<file path="config.mk">
export PLATFORM = sky130hd
export DESIGN_NAME = channel_service_scheduler
export DESIGN_NICKNAME = d
export VERILOG_FILES = /design/src/verilog/chan_sched_pkg.sv /design/src/verilog/param_ram_arb.sv /design/src/verilog/channel_service_scheduler.sv
export SDC_FILE = /design/constraint.sdc
export NUM_CORES = 1
export LEC_CHECK = 0
export ABC_CLOCK_PERIOD_IN_PS = 6580
export BUFFER_PORTS_ARGS = -buffer_cell sky130_fd_sc_hd__buf_2
export CAP_MARGIN = 20
export CORE_ASPECT_RATIO = 1.75
export CORE_MARGIN = 2
export CORE_UTILIZATION = 47
export DETAILED_ROUTE_END_ITERATION = 8
export GPL_TIMING_DRIVEN = 0
export PLACE_DENSITY = 0.71
export SLEW_MARGIN = 20
export SYNTH_ARGS = -nofsm -noshare
export SYNTH_HDL_FRONTEND = slang
export SYNTH_HIERARCHICAL = 1
export SYNTH_SLANG_ARGS = --single-unit
</file>
<file path="constraint.sdc">
create_clock -name i_ref_clk -period 6.58 [get_ports i_ref_clk]
set_input_delay 0.658 -clock i_ref_clk [delete_from_list [all_inputs] [get_ports i_ref_clk]]
set_output_delay 0.658 -clock i_ref_clk [all_outputs]
set_load 0.05 [all_outputs]
</file>
<file path="src/verilog/chan_sched_pkg.sv">
// package: shared constants and carrier types for the channel service scheduler
package chan_sched_pkg;

    localparam int          NUM_CHAN      = 16;
    localparam int          CHAN_W        = 4;
    localparam int          SLOTS_PER_SEQ = 7;
    localparam int          CLK_MHZ       = 125;

    // priority level encodings
    localparam logic [1:0]  PRIO_OFF      = 2'h0;
    localparam logic [1:0]  PRIO_LOW      = 2'h1;
    localparam logic [1:0]  PRIO_MID      = 2'h2;
    localparam logic [1:0]  PRIO_HIGH     = 2'h3;

    // fixed slot sequence H-M-H-L-H-M-H, index 0 first
    localparam logic [13:0] SLOT_SEQ      = {PRIO_HIGH, PRIO_MID, PRIO_HIGH, PRIO_LOW,
                                             PRIO_HIGH, PRIO_MID, PRIO_HIGH};

    // timing, counted in cpu clocks
    localparam logic [3:0]  XFER_CLKS     = 4'hA;   // slot transition
    localparam logic [3:0]  NOP_CLKS      = 4'h4;   // group-clear no-op
    localparam logic [1:0]  RAM_STALL_MAX = 2'h2;   // parameter memory loser stall

    typedef enum logic [1:0] {
        ST_IDLE  = 2'b00,
        ST_EXEC  = 2'b01,
        ST_NOP   = 2'b11,
        ST_XFER  = 2'b10
    } sched_state_e;

    // grant towards the execution unit
    typedef struct packed {
        logic              valid;
        logic [CHAN_W-1:0] chan;
        logic [1:0]        level;
    } grant_s;

    // parameter memory arbitration result
    typedef struct packed {
        logic exec_gnt;
        logic host_gnt;
        logic exec_stall;
        logic host_stall;
    } ram_arb_s;

endpackage

</file>
<file path="src/verilog/param_ram_arb.sv">
// parameter memory arbiter between execution unit and host processor
`timescale 1ns/10ps
module param_ram_arb (
    input  wire logic                 i_ref_clk,
    input  wire logic                 i_rstn,
    input  wire logic                 i_exec_req,
    input  wire logic                 i_host_req,
    output chan_sched_pkg::ram_arb_s  o_arb
);

    typedef struct packed {
        logic       owner_host;   // 1: host wins the memory if both request this cycle
        logic [1:0] stall_cnt;
    } arb_state_s;

    arb_state_s state_reg;
    arb_state_s state_next;

    // one access per clock; on contention the owner keeps the memory two clocks, then ownership flips, so no stall exceeds two clocks
    always_comb begin
        state_next      = state_reg;
        if (i_exec_req && i_host_req) begin
            if (state_reg.stall_cnt >= chan_sched_pkg::RAM_STALL_MAX - 2'h1) begin
                state_next.owner_host = ~state_reg.owner_host;
                state_next.stall_cnt  = 2'h0;
            end else begin
                state_next.stall_cnt = state_reg.stall_cnt + 2'h1;
            end
        end else begin
            state_next.owner_host = i_host_req;
            state_next.stall_cnt  = 2'h0;
        end
    end

    always_ff @(posedge i_ref_clk) begin
        if (!i_rstn) begin
            state_reg <= '0;
        end else begin
            state_reg <= state_next;
        end
    end

    // grants are handshakes and may be combinational; never both at once
    always_comb begin
        o_arb.host_gnt   = i_host_req & (~i_exec_req | state_reg.owner_host);
        o_arb.exec_gnt   = i_exec_req & ~o_arb.host_gnt;
        o_arb.exec_stall = i_exec_req & ~o_arb.exec_gnt;
        o_arb.host_stall = i_host_req & ~o_arb.host_gnt;
    end
endmodule

</file>
<file path="src/verilog/channel_service_scheduler.sv">
// channel service scheduler: slot sequencing, priority passing and per-channel latches
`timescale 1ns/10ps

// Function
// - slots follow fixed order H,M,H,L,H,M,H: four high, two middle, one low
// - one function state runs per slot; slot length follows the state's own length
// - after slot seven a new sequence starts at slot one with no gap
// - each channel has high, middle or low priority; grant uses priority and number; a channel at PRIO_OFF is never granted
// - empty high slot passes to middle, else to low
// - empty middle slot passes to high, else to low
// - empty low slot passes to high, else to middle
// - with no request at all the scheduler waits on the current slot
// - priority passing is combinational and adds no clocks
// - ten clocks of preparation between the end of one slot and the next
// - among eligible channels of one level the lowest number wins
// - a just-served channel waits until its level's other requesters are served
// - request latch set by request; on grant grant latch set, request latch cleared
// - grant latches clear only as a whole level, which starts a new cycle
// - after service, clear the level's grant latches if none eligible remains
// - each group clear inserts a four-clock no-operation delay
// - parameter memory admits one party at a time; the loser stalls up to two clocks
// - sixteen channels share a single execution unit
module channel_service_scheduler (
    input  wire logic                                          i_ref_clk,
    input  wire logic                                          i_rstn,
    input  wire logic [chan_sched_pkg::NUM_CHAN-1:0]           i_chan_req,
    input  wire logic [chan_sched_pkg::NUM_CHAN-1:0][1:0]      i_chan_prio,
    input  wire logic                                          i_state_done,
    input  wire logic                                          i_exec_ram_req,
    input  wire logic                                          i_host_ram_req,
    output chan_sched_pkg::grant_s                             o_grant,
    output logic                                               o_exec_start,
    output logic [2:0]                                         o_slot_idx,
    output logic [1:0]                                         o_slot_level,
    output logic                                               o_nop_busy,
    output logic                                               o_xfer_busy,
    output logic [chan_sched_pkg::NUM_CHAN-1:0]                o_service_request_latch,
    output logic [chan_sched_pkg::NUM_CHAN-1:0]                o_service_grant_latch,
    output chan_sched_pkg::ram_arb_s                           o_ram_arb
);

    localparam int N = chan_sched_pkg::NUM_CHAN;

    typedef struct packed {
        chan_sched_pkg::sched_state_e       st;
        logic [2:0]                         slot;
        logic [N-1:0]                       req_latch;
        logic [N-1:0]                       gnt_latch;
        logic [3:0]                         cnt;
        logic                               grp_clear;   // unused; never set, the group clear runs through ST_NOP
        chan_sched_pkg::grant_s             grant;
        logic                               start;
    } sched_s;

    sched_s s_reg;
    sched_s s_next;

    //------------------------------------------------------------
    // decoding helpers
    //------------------------------------------------------------

    // level assigned to a slot position of the fixed sequence
    function automatic logic [1:0] slot_level(input logic [2:0] idx);
        logic [1:0] lvl;
        lvl = chan_sched_pkg::PRIO_HIGH;
        if (idx < 3'h7) begin
            lvl = chan_sched_pkg::SLOT_SEQ[idx*2 +: 2];
        end
        return lvl;
    endfunction

    // lowest numbered set bit; ties broken by channel number
    function automatic logic [chan_sched_pkg::CHAN_W-1:0] lowest_set(input logic [N-1:0] v);
        logic [chan_sched_pkg::CHAN_W-1:0] idx;
        idx = '0;
        for (int i = N - 1; i >= 0; i--) begin
            if (v[i]) begin
                idx = i[chan_sched_pkg::CHAN_W-1:0];
            end
        end
        return idx;
    endfunction

    //------------------------------------------------------------
    // eligibility per level
    //------------------------------------------------------------

    logic [N-1:0] elig_high;
    logic [N-1:0] elig_mid;
    logic [N-1:0] elig_low;
    logic [N-1:0] req_seen;

    // a channel posting a request this cycle counts at once, so no clock is lost to latching
    genvar g;
    generate
        for (g = 0; g < N; g++) begin : g_elig
            assign req_seen[g]  = s_reg.req_latch[g] | i_chan_req[g];
            assign elig_high[g] = req_seen[g] & ~s_reg.gnt_latch[g]
                                  & (i_chan_prio[g] == chan_sched_pkg::PRIO_HIGH);
            assign elig_mid[g]  = req_seen[g] & ~s_reg.gnt_latch[g]
                                  & (i_chan_prio[g] == chan_sched_pkg::PRIO_MID);
            assign elig_low[g]  = req_seen[g] & ~s_reg.gnt_latch[g]
                                  & (i_chan_prio[g] == chan_sched_pkg::PRIO_LOW);
        end
    endgenerate

    //------------------------------------------------------------
    // priority passing, purely combinational
    //------------------------------------------------------------

    logic [1:0]   cur_level;
    logic [1:0]   pick_level;
    logic [N-1:0] pick_vec;
    logic         any_elig;

    // passing order per slot level costs no cycle since it is decided in the same clock
    always_comb begin
        cur_level  = slot_level(s_reg.slot);
        any_elig   = |{elig_high, elig_mid, elig_low};
        pick_level = chan_sched_pkg::PRIO_OFF;
        pick_vec   = '0;
        case (cur_level)
            chan_sched_pkg::PRIO_HIGH: begin
                if (|elig_high) begin
                    pick_level = chan_sched_pkg::PRIO_HIGH;
                end else if (|elig_mid) begin
                    pick_level = chan_sched_pkg::PRIO_MID;
                end else if (|elig_low) begin
                    pick_level = chan_sched_pkg::PRIO_LOW;
                end
            end
            chan_sched_pkg::PRIO_MID: begin
                if (|elig_mid) begin
                    pick_level = chan_sched_pkg::PRIO_MID;
                end else if (|elig_high) begin
                    pick_level = chan_sched_pkg::PRIO_HIGH;
                end else if (|elig_low) begin
                    pick_level = chan_sched_pkg::PRIO_LOW;
                end
            end
            chan_sched_pkg::PRIO_LOW: begin
                if (|elig_low) begin
                    pick_level = chan_sched_pkg::PRIO_LOW;
                end else if (|elig_high) begin
                    pick_level = chan_sched_pkg::PRIO_HIGH;
                end else if (|elig_mid) begin
                    pick_level = chan_sched_pkg::PRIO_MID;
                end
            end
            default: begin
                pick_level = chan_sched_pkg::PRIO_OFF;
            end
        endcase
        case (pick_level)
            chan_sched_pkg::PRIO_HIGH: pick_vec = elig_high;
            chan_sched_pkg::PRIO_MID:  pick_vec = elig_mid;
            chan_sched_pkg::PRIO_LOW:  pick_vec = elig_low;
            default:                   pick_vec = '0;
        endcase
    end

    //------------------------------------------------------------
    // group clear decision after service
    //------------------------------------------------------------

    logic [N-1:0] level_mask;
    logic         level_empty;

    // level members of the served channel; still-eligible member keeps the cycle open
    always_comb begin
        for (int i = 0; i < N; i++) begin
            level_mask[i] = (i_chan_prio[i] == s_reg.grant.level);
        end
        // the served channel's own grant latch is already set, so it never keeps its level open
        level_empty = ~|(level_mask & req_seen & ~s_reg.gnt_latch);
    end

    //------------------------------------------------------------
    // sequencer
    //------------------------------------------------------------

    // one state per slot, then optional no-op, then transition, then next slot
    always_comb begin
        s_next       = s_reg;
        s_next.start = 1'b0;
        // new requests land in the latch, except a lone pulse on the channel granted in the same cycle
        s_next.req_latch = s_reg.req_latch | i_chan_req;
        case (s_reg.st)
            chan_sched_pkg::ST_IDLE: begin
                if (any_elig) begin
                    s_next.st          = chan_sched_pkg::ST_EXEC;
                    s_next.start       = 1'b1;
                    s_next.grant.valid = 1'b1;
                    s_next.grant.chan  = lowest_set(pick_vec);
                    s_next.grant.level = pick_level;
                    s_next.gnt_latch[lowest_set(pick_vec)] = 1'b1;
                    // a pulse that alone won this grant is consumed; only a latched one plus a new pulse stays
                    s_next.req_latch[lowest_set(pick_vec)] = s_reg.req_latch[lowest_set(pick_vec)]
                                                             & i_chan_req[lowest_set(pick_vec)];
                end
                // with nothing to serve the slot pointer stays put
            end
            chan_sched_pkg::ST_EXEC: begin
                if (i_state_done) begin
                    s_next.grant.valid = 1'b0;
                    if (level_empty) begin
                        // whole level cleared together, opening a new cycle
                        for (int i = 0; i < N; i++) begin
                            if (level_mask[i]) begin
                                s_next.gnt_latch[i] = 1'b0;
                            end
                        end
                        s_next.st  = chan_sched_pkg::ST_NOP;
                        s_next.cnt = chan_sched_pkg::NOP_CLKS - 4'h1;
                    end else begin
                        s_next.st  = chan_sched_pkg::ST_XFER;
                        s_next.cnt = chan_sched_pkg::XFER_CLKS - 4'h1;
                    end
                end
            end
            chan_sched_pkg::ST_NOP: begin
                if (s_reg.cnt == 4'h0) begin
                    s_next.st  = chan_sched_pkg::ST_XFER;
                    s_next.cnt = chan_sched_pkg::XFER_CLKS - 4'h1;
                end else begin
                    s_next.cnt = s_reg.cnt - 4'h1;
                end
            end
            chan_sched_pkg::ST_XFER: begin
                if (s_reg.cnt == 4'h0) begin
                    s_next.st = chan_sched_pkg::ST_IDLE;
                    // wrap straight into a fresh sequence
                    if (s_reg.slot == 3'(chan_sched_pkg::SLOTS_PER_SEQ - 1)) begin
                        s_next.slot = 3'h0;
                    end else begin
                        s_next.slot = s_reg.slot + 3'h1;
                    end
                end else begin
                    s_next.cnt = s_reg.cnt - 4'h1;
                end
            end
            default: begin
                s_next.st = chan_sched_pkg::ST_IDLE;
            end
        endcase
    end

    always_ff @(posedge i_ref_clk) begin
        if (!i_rstn) begin
            s_reg <= '0;
        end else begin
            s_reg <= s_next;
        end
    end

    //------------------------------------------------------------
    // parameter memory arbitration and outputs
    //------------------------------------------------------------

    // one shared unit serves all sixteen channels, the memory likewise has one port
    param_ram_arb u_ram_arb (
        .i_ref_clk  (i_ref_clk),
        .i_rstn     (i_rstn),
        .i_exec_req (i_exec_ram_req),
        .i_host_req (i_host_ram_req),
        .o_arb      (o_ram_arb)
    );

    assign o_grant                 = s_reg.grant;
    assign o_exec_start            = s_reg.start;
    assign o_slot_idx              = s_reg.slot;
    assign o_slot_level            = slot_level(s_reg.slot);
    assign o_nop_busy              = (s_reg.st == chan_sched_pkg::ST_NOP);
    assign o_xfer_busy             = (s_reg.st == chan_sched_pkg::ST_XFER);
    assign o_service_request_latch = s_reg.req_latch;
    assign o_service_grant_latch   = s_reg.gnt_latch;
endmodule

</file>
# Yosys cells after proc, flatten, opt, wreduce, memory -nomap -nowiden

Index checks and enable logic that the tools add are counted.

Muxes and demuxes: 74
Shift-type cells: 1
Bitwise operators: 113
$add $sub $neg: 3
Eq/ne operators: 97
Reduce and logical (&&, ||, !) cells: 34
Magnitude comparators: 4

Operator list:

| kind                      | count |
|---|---|
| $mux W4                   | 21 |
| $reduce_and A5 Y1         | 16 |
| $eq A2 B2 Y1 const B      | 38 |
| $and A1 B1 Y1             | 69 |
| $reduce_or A16 Y1         | 4 |
| $pmux W16 S3              | 1 |
| $reduce_or A48 Y1         | 1 |
| $ne A2 B2 Y1 const B      | 21 |
| $eq A2 B1 Y1 const B      | 19 |
| $and A16 B16 Y16          | 2 |
| $eq A2 B2 Y1              | 16 |
| $mux W16                  | 2 |
| $mux W32                  | 1 |
| $or A16 B16 Y16           | 2 |
| $pmux W16 S2              | 1 |
| $mux W2                   | 12 |
| $mux W1                   | 23 |
| $not A1 Y1                | 22 |
| $mux W20                  | 1 |
| $or A1 B1 Y1              | 17 |
| $bwmux W16                | 1 |
| $not A16 Y16              | 1 |
| $shiftx A14 B5 Y2 const A | 1 |
| $pmux W4 S3               | 1 |
| 26 further kinds          | 33 |

Flip-flop bits (word level): 52
Output and inout port bits: 51
Word-level logic and storage cells: 352

# Logic depth before layout (Yosys ltp)

Gate-level depths: netlist of run 1.

Word-level depth: 35
Gate-level depth with buffers: 19
Mapped depth without buffers: 15

# By module

The synthesis of run 1 kept the hierarchy.

By module, submodules not included:

| module                    | area an instance (µm²) | cells an instance | times used |
|---|---|---|---|
| channel_service_scheduler | 4939.7                 | 654               | 1 |
| param_ram_arb             | 147.6                  | 18                | 1 |

# Worst setup path after synthesis of run 1

OpenSTA, ideal clock, no wires.

Kind: input-to-reg
From: in i_chan_req[10] (netlist bit)
To: reg s_reg, in the netlist o_service_request_latch[0]
Arrival: 4613 ps
Stages on the path: 19
Setup slack: 1819 ps
Cells stage by stage: o21ba_1 -> nand3_1 -> nand2_1 -> or4_1 -> buf_4 -> nor4_4 -> o221ai_1 -> nor4b_4 -> or2_1 -> or4_1 -> buf_4 -> or3_4 -> buf_6 -> a211o_1 -> a31o_1 -> o2111a_1 -> o21ai_4 -> buf_12 -> a31oi_4

Cells in the longest elaborated chain, start to end: 35
Elaborated cells on any way between the ends: 53

RTL lines:

| item                                                                      | RTL line                                                                                             | source |
|---|---|---|
| start: declaration                                                        | channel_service_scheduler.sv:26                                                                      | `input wire logic [chan_sched_pkg::NUM_CHAN-1:0] i_chan_req,` |
| $or A1 B1 Y1                                                              | channel_service_scheduler.sv:97                                                                      | `assign req_seen[g] = s_reg.req_latch[g] \| i_chan_req[g];` |
| $and A1 B1 Y1                                                             | channel_service_scheduler.sv:98, channel_service_scheduler.sv:100, channel_service_scheduler.sv:102  |  |
| $and A1 B1 Y1, on equally long branches                                   | channel_service_scheduler.sv:103, channel_service_scheduler.sv:101                                   |  |
| $reduce_or A16 Y1, on equally long branches                               | --                                                                                                   |  |
| $mux W1 / $mux W2 (equally long branches)                                 | channel_service_scheduler.sv:128, channel_service_scheduler.sv:137, channel_service_scheduler.sv:146 |  |
| $mux W2, on equally long branches                                         | channel_service_scheduler.sv:135, channel_service_scheduler.sv:126, channel_service_scheduler.sv:144 |  |
| $mux W2, on equally long branches                                         | channel_service_scheduler.sv:133, channel_service_scheduler.sv:124, channel_service_scheduler.sv:142 |  |
| $pmux W2 S3                                                               | channel_service_scheduler.sv:122                                                                     | `case (cur_level)` |
| [19 not listed]                                                           | --                                                                                                   |  |
| $mux W4                                                                   | channel_service_scheduler.sv:188                                                                     | `case (s_reg.st)` |
| $lt A4 B5 Y1 (not written as such) / $ge A4 B1 Y1 (equally long branches) | channel_service_scheduler.sv:198                                                                     | `s_next.req_latch[lowest_set(pick_vec)] = s_reg.req_latch[lowest_set(pick_vec)]` |
| $logic_and A1 B1 Y1 (not written as such)                                 | channel_service_scheduler.sv:198                                                                     |  |
| $mux W1 (not written as such)                                             | channel_service_scheduler.sv:198                                                                     |  |
| $demux W1 S4                                                              | channel_service_scheduler.sv:198                                                                     |  |
| $bwmux W16                                                                | channel_service_scheduler.sv:198                                                                     |  |
| $mux W32 *                                                                | channel_service_scheduler.sv:190                                                                     | `if (any_elig) begin` |
| $mux W16 *                                                                | channel_service_scheduler.sv:188                                                                     |  |
| end signal: assignment                                                    | channel_service_scheduler.sv:252                                                                     | `s_reg <= s_next;` |
| end: declaration                                                          | channel_service_scheduler.sv:55                                                                      | `sched_s s_reg;` |

Mark *: on every way between the ends. The rest lies on a longest branch, timed or not. The select of a mux whose other input is x is not followed.
A chain may end at the register's enable or synchronous reset.

# Worst setup path after layout of run 1

From: in i_chan_req[3] (netlist bit)
To: reg s_reg, in the netlist o_service_request_latch[8]

The elaborated chain is that of the path after synthesis.

==> summary.md, run 1 <==
| Metric | Value |
|---|---|
| Synth Net Count | 727 |
| Die W | 82.6 um |
| Inserted Diodes | 0 |
| Tmin final | 6.32 ns |
| Post-layout util | 0.556 |
| Clk buf depth | 2 |
| R2r setup slk | 0.33 ns |
| NetSw | 708 uW |
| Worst Skew | 0.00875 ns |
| Starting Density | 0.478 |
| Die height | 142 um |
| Leak pwr | 0.00248 uW |
| H-tree levels | 2 |
| Async S/R FF share, synth | 0 |
| Postcts setup bufs | 0 |
| Reg2Reg Depth | 17 |
| Clk root buf | clkbuf_16 |
| Setup TNS | 0 ns |
| Fmax achieved | 0.158 GHz |
| Switching Share | 0.481 |
| Status | finished clean |
| Sink Count | 52 |
| Largest family of logic cells by synthesized area | compound AO/OA/AOI/OAI gates |
| Most frequent cells in the layout | buf_2 (104), nand2_1 (73), nor2_1 (60) |
| CTS resizes | 0 |
| # fillers | 1117 |
| Routability congestion estimate from global placement | 0.999 |
| Post-Syn Area | 5090 sq um |
| Worst r2r dst | o_service_request_latch[8]$_SDFF_PN0_ |
| Fin. Hold Viols | 0 |
| Power Dens Cells | 249 nW/um^2 |
| CTS Hold Bufs | 0 |
| Worst-path maximum fanout | 10 |
| Sequential power share | 0.254 |
| GRT Total Usage | 0.366 |
| Area Overhead vs Synth | 16.2% |
| Die ar. | 11700 sq um |
| EDFF count, synth | 0 |
| Tcrit/Tclk final | 0.960 |
| Critical Path AT | 6.47 ns |
| GRT overflow | 0 |
| Crit path required time | 6.73 ns |
| Max IR drop VDD | 0.000204 V |
| Routed WL | 21.4 mm |
| Vias in the first global route | 5579 |
| RSZ-0062 raised after global routing | no |
| Power Internal | 763 uW |
| Wire length per cell | 23.5 um |
| Crit path from | i_chan_req[3] |
| Max_slew headroom | 0.244 |
| Logic pwr share | 0.552 |
| Distinct cells, synth | 83 |
| Max Cap Viol | 0 |
| Yosys Warn Count | 6 |
| Sequential area share after synthesis | 0.205 |
| 1st-iter DRT viols | 486 |
| Critical path endpoint category | register |
| CTS Buf Count | 5 |
| # DRC | 0 |
| Nets | 836 |
| # IOs | 104 |
| # rows | 50 |
| Detail Route Antenna Nets | 0 |
| DP HPWL | 17.6 mm |
| Slew @ Worst Pin | 1.13 ns |
| Commonest non-fill, non-tap cell in the layout | buf_2 |
| Ys flop type | dfxtp_1 |
| Clk pwr share | 0.194 |
| Compound-Gate Fraction of Synth Area | 0.315 |
| Layout cell share with drive strength beyond 1 | 0.280 |
| Endpoint, Worst Hold | u_ram_arb/state_reg[0]$_SDFF_PP0_ |
| PortBufs | 102 |
| WHS Path Cells | 1 |
| Simple-gate share of the synthesized area | 0.299 |
| Vias per cell | 6.38 |
| Syn Inst Count | 672 |
| Synthesis-stage register bit count | 52 |
| Startpoint types | primary input |
| Setup Viol. Count Final | 0 |
| Post-synthesis xor/xnor area fraction | 0.0568 |
| Worst-Skew Late Latency | 0.31 ns |
| Worst r2r src | o_service_request_latch[3]$_SDFF_PN0_ |
| CTS tree | yes |
| Hold Startpoint | u_ram_arb/state_reg[0]$_SDFF_PP0_ |
| First-pass GRT wire length | 31.3 mm |
| Hold Path Class | reg -> reg |
| Post-Synth Adder-Cell Area | 0.00492 |
| Crit Path Category | in -> reg |
| Mux contribution to synthesized area | 0.0165 |
| DRT Pass-1 Iters | 5 |
| Placeable core area | 10600 sq um |
| Final Max Tran Viols | 0 |
| Avg Inst Size Synth | 7.57 sq um |
| Register clock-pin slew on the reported worst setup and hold paths | 0.08 ns |
| Hold WS | 0.413 ns |
| Largest net degree at the start of global routing | 19 |
| Multi-input gate area | 3520 sq um |
| Vias | 5821 |
| Initial antenna violation count | 0 |
| FF+latch area | 1040 sq um |
## stage by stage
stage               total power, uW  instances  setup WS, ns  instance area (sq um)
floorplan                       941        672          1.82                   5090
global placement               1160        904        0.0793                   5760
detailed placement             1170        904        0.0837                   5760
CTS                            1450        912         0.423                   5910
global route                   1530        912         0.154                   5910
finish                         1470        912         0.261                   5910
## power by group through the flow
| stage | clock, uW | combinational [uW] | sequential (uW) |
|---|---|---|---|
| floorplan | 0 | 569 | 371 |
| global placement | 0 | 785 | 378 |
| detailed placement | 0 | 792 | 380 |
| CTS | 286 | 794 | 372 |
| global route | 294 | 859 | 377 |
| finish | 286 | 811 | 374 |
## routing by layer
layer	GRT usage	vias up	wire length [um]
met2	0.616	311	10600
met3	0.0553	115	1300
met1	0.381	2699	7370
met5	0	-	0
li1	-	2696	-
met4	0.311	0	2110
## worst max-delay path, stage by stage
cell      delay (ns)
buf_2           0.12
o21bai_1        0.40
nor3b_1         0.15
nor4_1          0.71
nand3_1         0.32
o21ai_0         0.85
nand2_1         0.30
o221ai_1        0.36
nor2_1          0.07
a31oi_1         0.69
a31oi_1         0.21
buf_4           0.25
mux2i_1         0.40
mux2_2          0.26
o22ai_2         0.08
o21ai_4         0.35
buf_12          0.21
a211oi_2        0.07
## logic make-up (layout without fill, tap and decap cells)
logic type      Yosys count  count (layout)
buf+inv                  88             198
simple gates            287             287
compound gates          202             202
xor+xnor                 33              33
fa+ha+maj                 2               2
mux                       8               8
flops                    52              52
## worst max-delay path by stage
stage | endpoint | slack [ns] | depth (start not counted)
floorplan | o_service_request_latch[0]$_SDFF_PN0_ | 1.82 | 19
global placement | o_service_request_latch[0]$_SDFF_PN0_ | 0.08 | 18
detailed placement | o_service_request_latch[0]$_SDFF_PN0_ | 0.08 | 17
CTS | o_service_request_latch[8]$_SDFF_PN0_ | 0.42 | 18
global route | o_service_request_latch[7]$_SDFF_PN0_ | 0.15 | 18
finish | o_service_request_latch[8]$_SDFF_PN0_ | 0.26 | 18
## cell type report
class	count	share of cell area
inverter	21	0.0133
timing repair buffer	102	0.0863
clock buffer	5	0.0212
clock inverter	3	0.00466
multi-input combinational	532	0.595
sequential	52	0.176
tap	130	0.0275
buffer	67	0.0755
## synth_stat cells (9+ instances only)
| cell | n | area share |
|---|---|---|
| xor2_1 | 9 | 0.015 |
| nand3_1 | 30 | 0.030 |
| dfxtp_1 | 52 | 0.20 |
| o221a_2 | 16 | 0.035 |
| buf_4 | 45 | 0.066 |
| clkbuf_1 | 18 | 0.013 |
| o21ai_0 | 24 | 0.024 |
| nor2_1 | 60 | 0.044 |
| inv_1 | 20 | 0.015 |
| a211oi_1 | 20 | 0.030 |
| nand2_1 | 73 | 0.054 |
| a21oi_1 | 28 | 0.028 |
| xnor2_1 | 24 | 0.041 |
| o21ba_2 | 9 | 0.018 |
| nor3_1 | 30 | 0.030 |
| o21bai_1 | 10 | 0.015 |
| nand3b_1 | 12 | 0.018 |
(Power assumes the default switching activity.)
==> run 2: changes to the inputs <==
--- a/config.mk
+++ b/config.mk
@@ -12,7 +12,6 @@
 export CORE_MARGIN = 2
 export CORE_UTILIZATION = 47
 export DETAILED_ROUTE_END_ITERATION = 8
-export GPL_TIMING_DRIVEN = 0
 export PLACE_DENSITY = 0.71
 export SLEW_MARGIN = 20
 export SYNTH_ARGS = -nofsm -noshare
==> run 2 against run 1 <==
Sequential power increased by 2%; non-clock buffer count shrank 50; total power shrank 3.0%; combinational power is 6.4% lower; clock power barely moved; sequential cell count unchanged; critical endpoint is now o_service_request_latch[5]$_SDFF_PN0_; highest routed layer unchanged.
==> summary.md, run 2 (synthesized netlist as in run 1, its figures left out) <==
| Metric | Value |
|---|---|
| Status | finished clean |
| Worst r2r src | o_service_request_latch[4]$_SDFF_PN0_ |
| Postcts setup bufs | 0 |
| Sink Count | 52 |
| DRT Pass-1 Iters | 6 |
| Worst r2r dst | o_service_request_latch[5]$_SDFF_PN0_ |
| Inserted Diodes | 0 |
| H-tree levels | 2 |
| Fin. Hold Viols | 0 |
| Commonest non-fill, non-tap cell in the layout | buf_2 |
| R2r setup slk | 0.82 ns |
| PortBufs | 103 |
| # IOs | 104 |
| Power Dens Cells | 255 nW/um^2 |
| Clk buf depth | 2 |
| GRT Total Usage | 0.346 |
| Die W | 82.6 um |
| CTS Hold Bufs | 0 |
| CTS resizes | 0 |
| Startpoint types | primary input |
| Vias per cell | 6.63 |
| Max IR drop VDD | 0.000171 V |
| Hold Startpoint | u_ram_arb/state_reg[0]$_SDFF_PP0_ |
| WHS Path Cells | 1 |
| Clk root buf | clkbuf_16 |
| Layout Cell Area excl Fill | 5590 sq um |
| Max_slew headroom | 0.261 |
| Leak pwr | 0.00229 uW |
| Endpoint, Worst Hold | u_ram_arb/state_reg[0]$_SDFF_PP0_ |
| Place WS | 0.577 ns |
| # rows | 50 |
| CTS Buf Count | 5 |
| Setup TNS | 0 ns |
| First-pass GRT wire length | 30.1 mm |
| Placed Instances | 854 |
| Die height | 142 um |
| Die ar. | 11700 sq um |
| RSZ-0062 raised after global routing | no |
| Crit path required time | 6.79 ns |
| Crit Path Category | in -> reg |
| Worst-Skew Late Latency | 0.30 ns |
| Layout cell share with drive strength beyond 1 | 0.257 |
| Initial antenna violation count | 0 |
| Starting Density | 0.478 |
| GRT overflow | 0 |
| Placeable core area | 10600 sq um |
| Nets | 786 |
| Fin cells | 862 |
| Vias | 5714 |
| Area Overhead vs Synth | 9.96% |
| Tcrit/Tclk final | 0.886 |
| Max Cap Viol | 0 |
| Wire length per cell | 23.5 um |
| # DRC | 0 |
| Fmax achieved | 0.171 GHz |
| Worst-path maximum fanout | 11 |
| Critical path endpoint category | register |
| 1st-iter DRT viols | 456 |
| Overall Power | 1430 uW |
| Routability congestion estimate from global placement | 1.10 |
| Worst Skew | 0.00984 ns |
| Vias in the first global route | 5460 |
| Most frequent cells in the layout | buf_2 (103), nand2_1 (73), nor2_1 (59) |
| Routed WL | 20.3 mm |
| Tmin final | 5.83 ns |
| Largest net degree at the start of global routing | 29 |
| Slew @ Worst Pin | 1.11 ns |
| Area of placed instances | 5440 sq um |
| DP HPWL | 16.6 mm |
| Hold Path Class | reg -> reg |
| # fillers | 1067 |
| Final worst slack | 0.747 ns |
| Critical Path AT | 6.04 ns |
| Reg2Reg Depth | 17 |
| Register clock-pin slew on the reported worst setup and hold paths | 0.07 ns |
| Setup Viol. Count Final | 0 |
| Final Max Tran Viols | 0 |
| CTS tree | yes |
| Detail Route Antenna Nets | 0 |
## run 2: through the flow
step,utilization,hold slack [ns]
floorplan,-,0.392
global placement,0.511,0.402
detailed placement,0.511,0.414
CTS,0.526,0.425
global route,0.526,0.459
finish,0.526,0.416
## run 2: area by class of cell
cell class	count	area (sq um)	area share
Tap cell	130	163	0.0291
Inverter	21	78.8	0.0141
Clock buffer	5	125	0.0224
Sequential cell	52	1040	0.186
Multi-Input combinational cell	532	3520	0.630
Timing Repair Buffer	119	636	0.114
Clock inverter	3	27.5	0.00492
## run 2: worst max-delay path by stage
| stage | startpoint | to | slack [ns] | depth (start not counted) |
|---|---|---|---|---|
| detailed placement | i_chan_req[4] | o_service_request_latch[5]$_SDFF_PN0_ | 0.58 | 18 |
| finish | i_chan_req[4] | o_service_request_latch[5]$_SDFF_PN0_ | 0.75 | 18 |
| global route | i_chan_req[4] | o_service_request_latch[5]$_SDFF_PN0_ | 0.55 | 17 |
| global placement | i_chan_req[4] | o_service_request_latch[0]$_SDFF_PN0_ | 0.53 | 18 |
| CTS | i_chan_req[4] | o_service_request_latch[5]$_SDFF_PN0_ | 0.88 | 18 |
| floorplan | i_chan_req[10] | o_service_request_latch[0]$_SDFF_PN0_ | 1.82 | 19 |
## run 2: report_power, final
group | switching [uW] | leakage (uW) | total [uW] | internal [uW]
clock | 140 | 0.0000719 | 285 | 145
sequential | 39.8 | 0.000428 | 382 | 343
combinational | 510 | 0.00179 | 759 | 250
## run 2: critical path: stages
cell and delay [ns]:
buf_2 0.13, o21bai_1 0.41, o32ai_1 0.32, nor4b_2 0.37, or4b_1 0.60, o31ai_2 0.39, nand2_1 0.25, o211a_1 0.29
o32ai_1 0.60, o31ai_1 0.34, a31oi_1 0.23, buf_4 0.25, mux2i_1 0.28, a31o_2 0.18, o2111a_1 0.23, o21ai_4 0.09
buf_4 0.19, a211oi_1 0.22
## run 2: per-layer routing
metal,global-route usage,up-vias,wire length (um)
met1,0.377,2680,7030
li1,-,2605,-
met2,0.593,326,10100
met5,0,-,0
met3,0.0356,103,1260
met4,0.261,0,1870
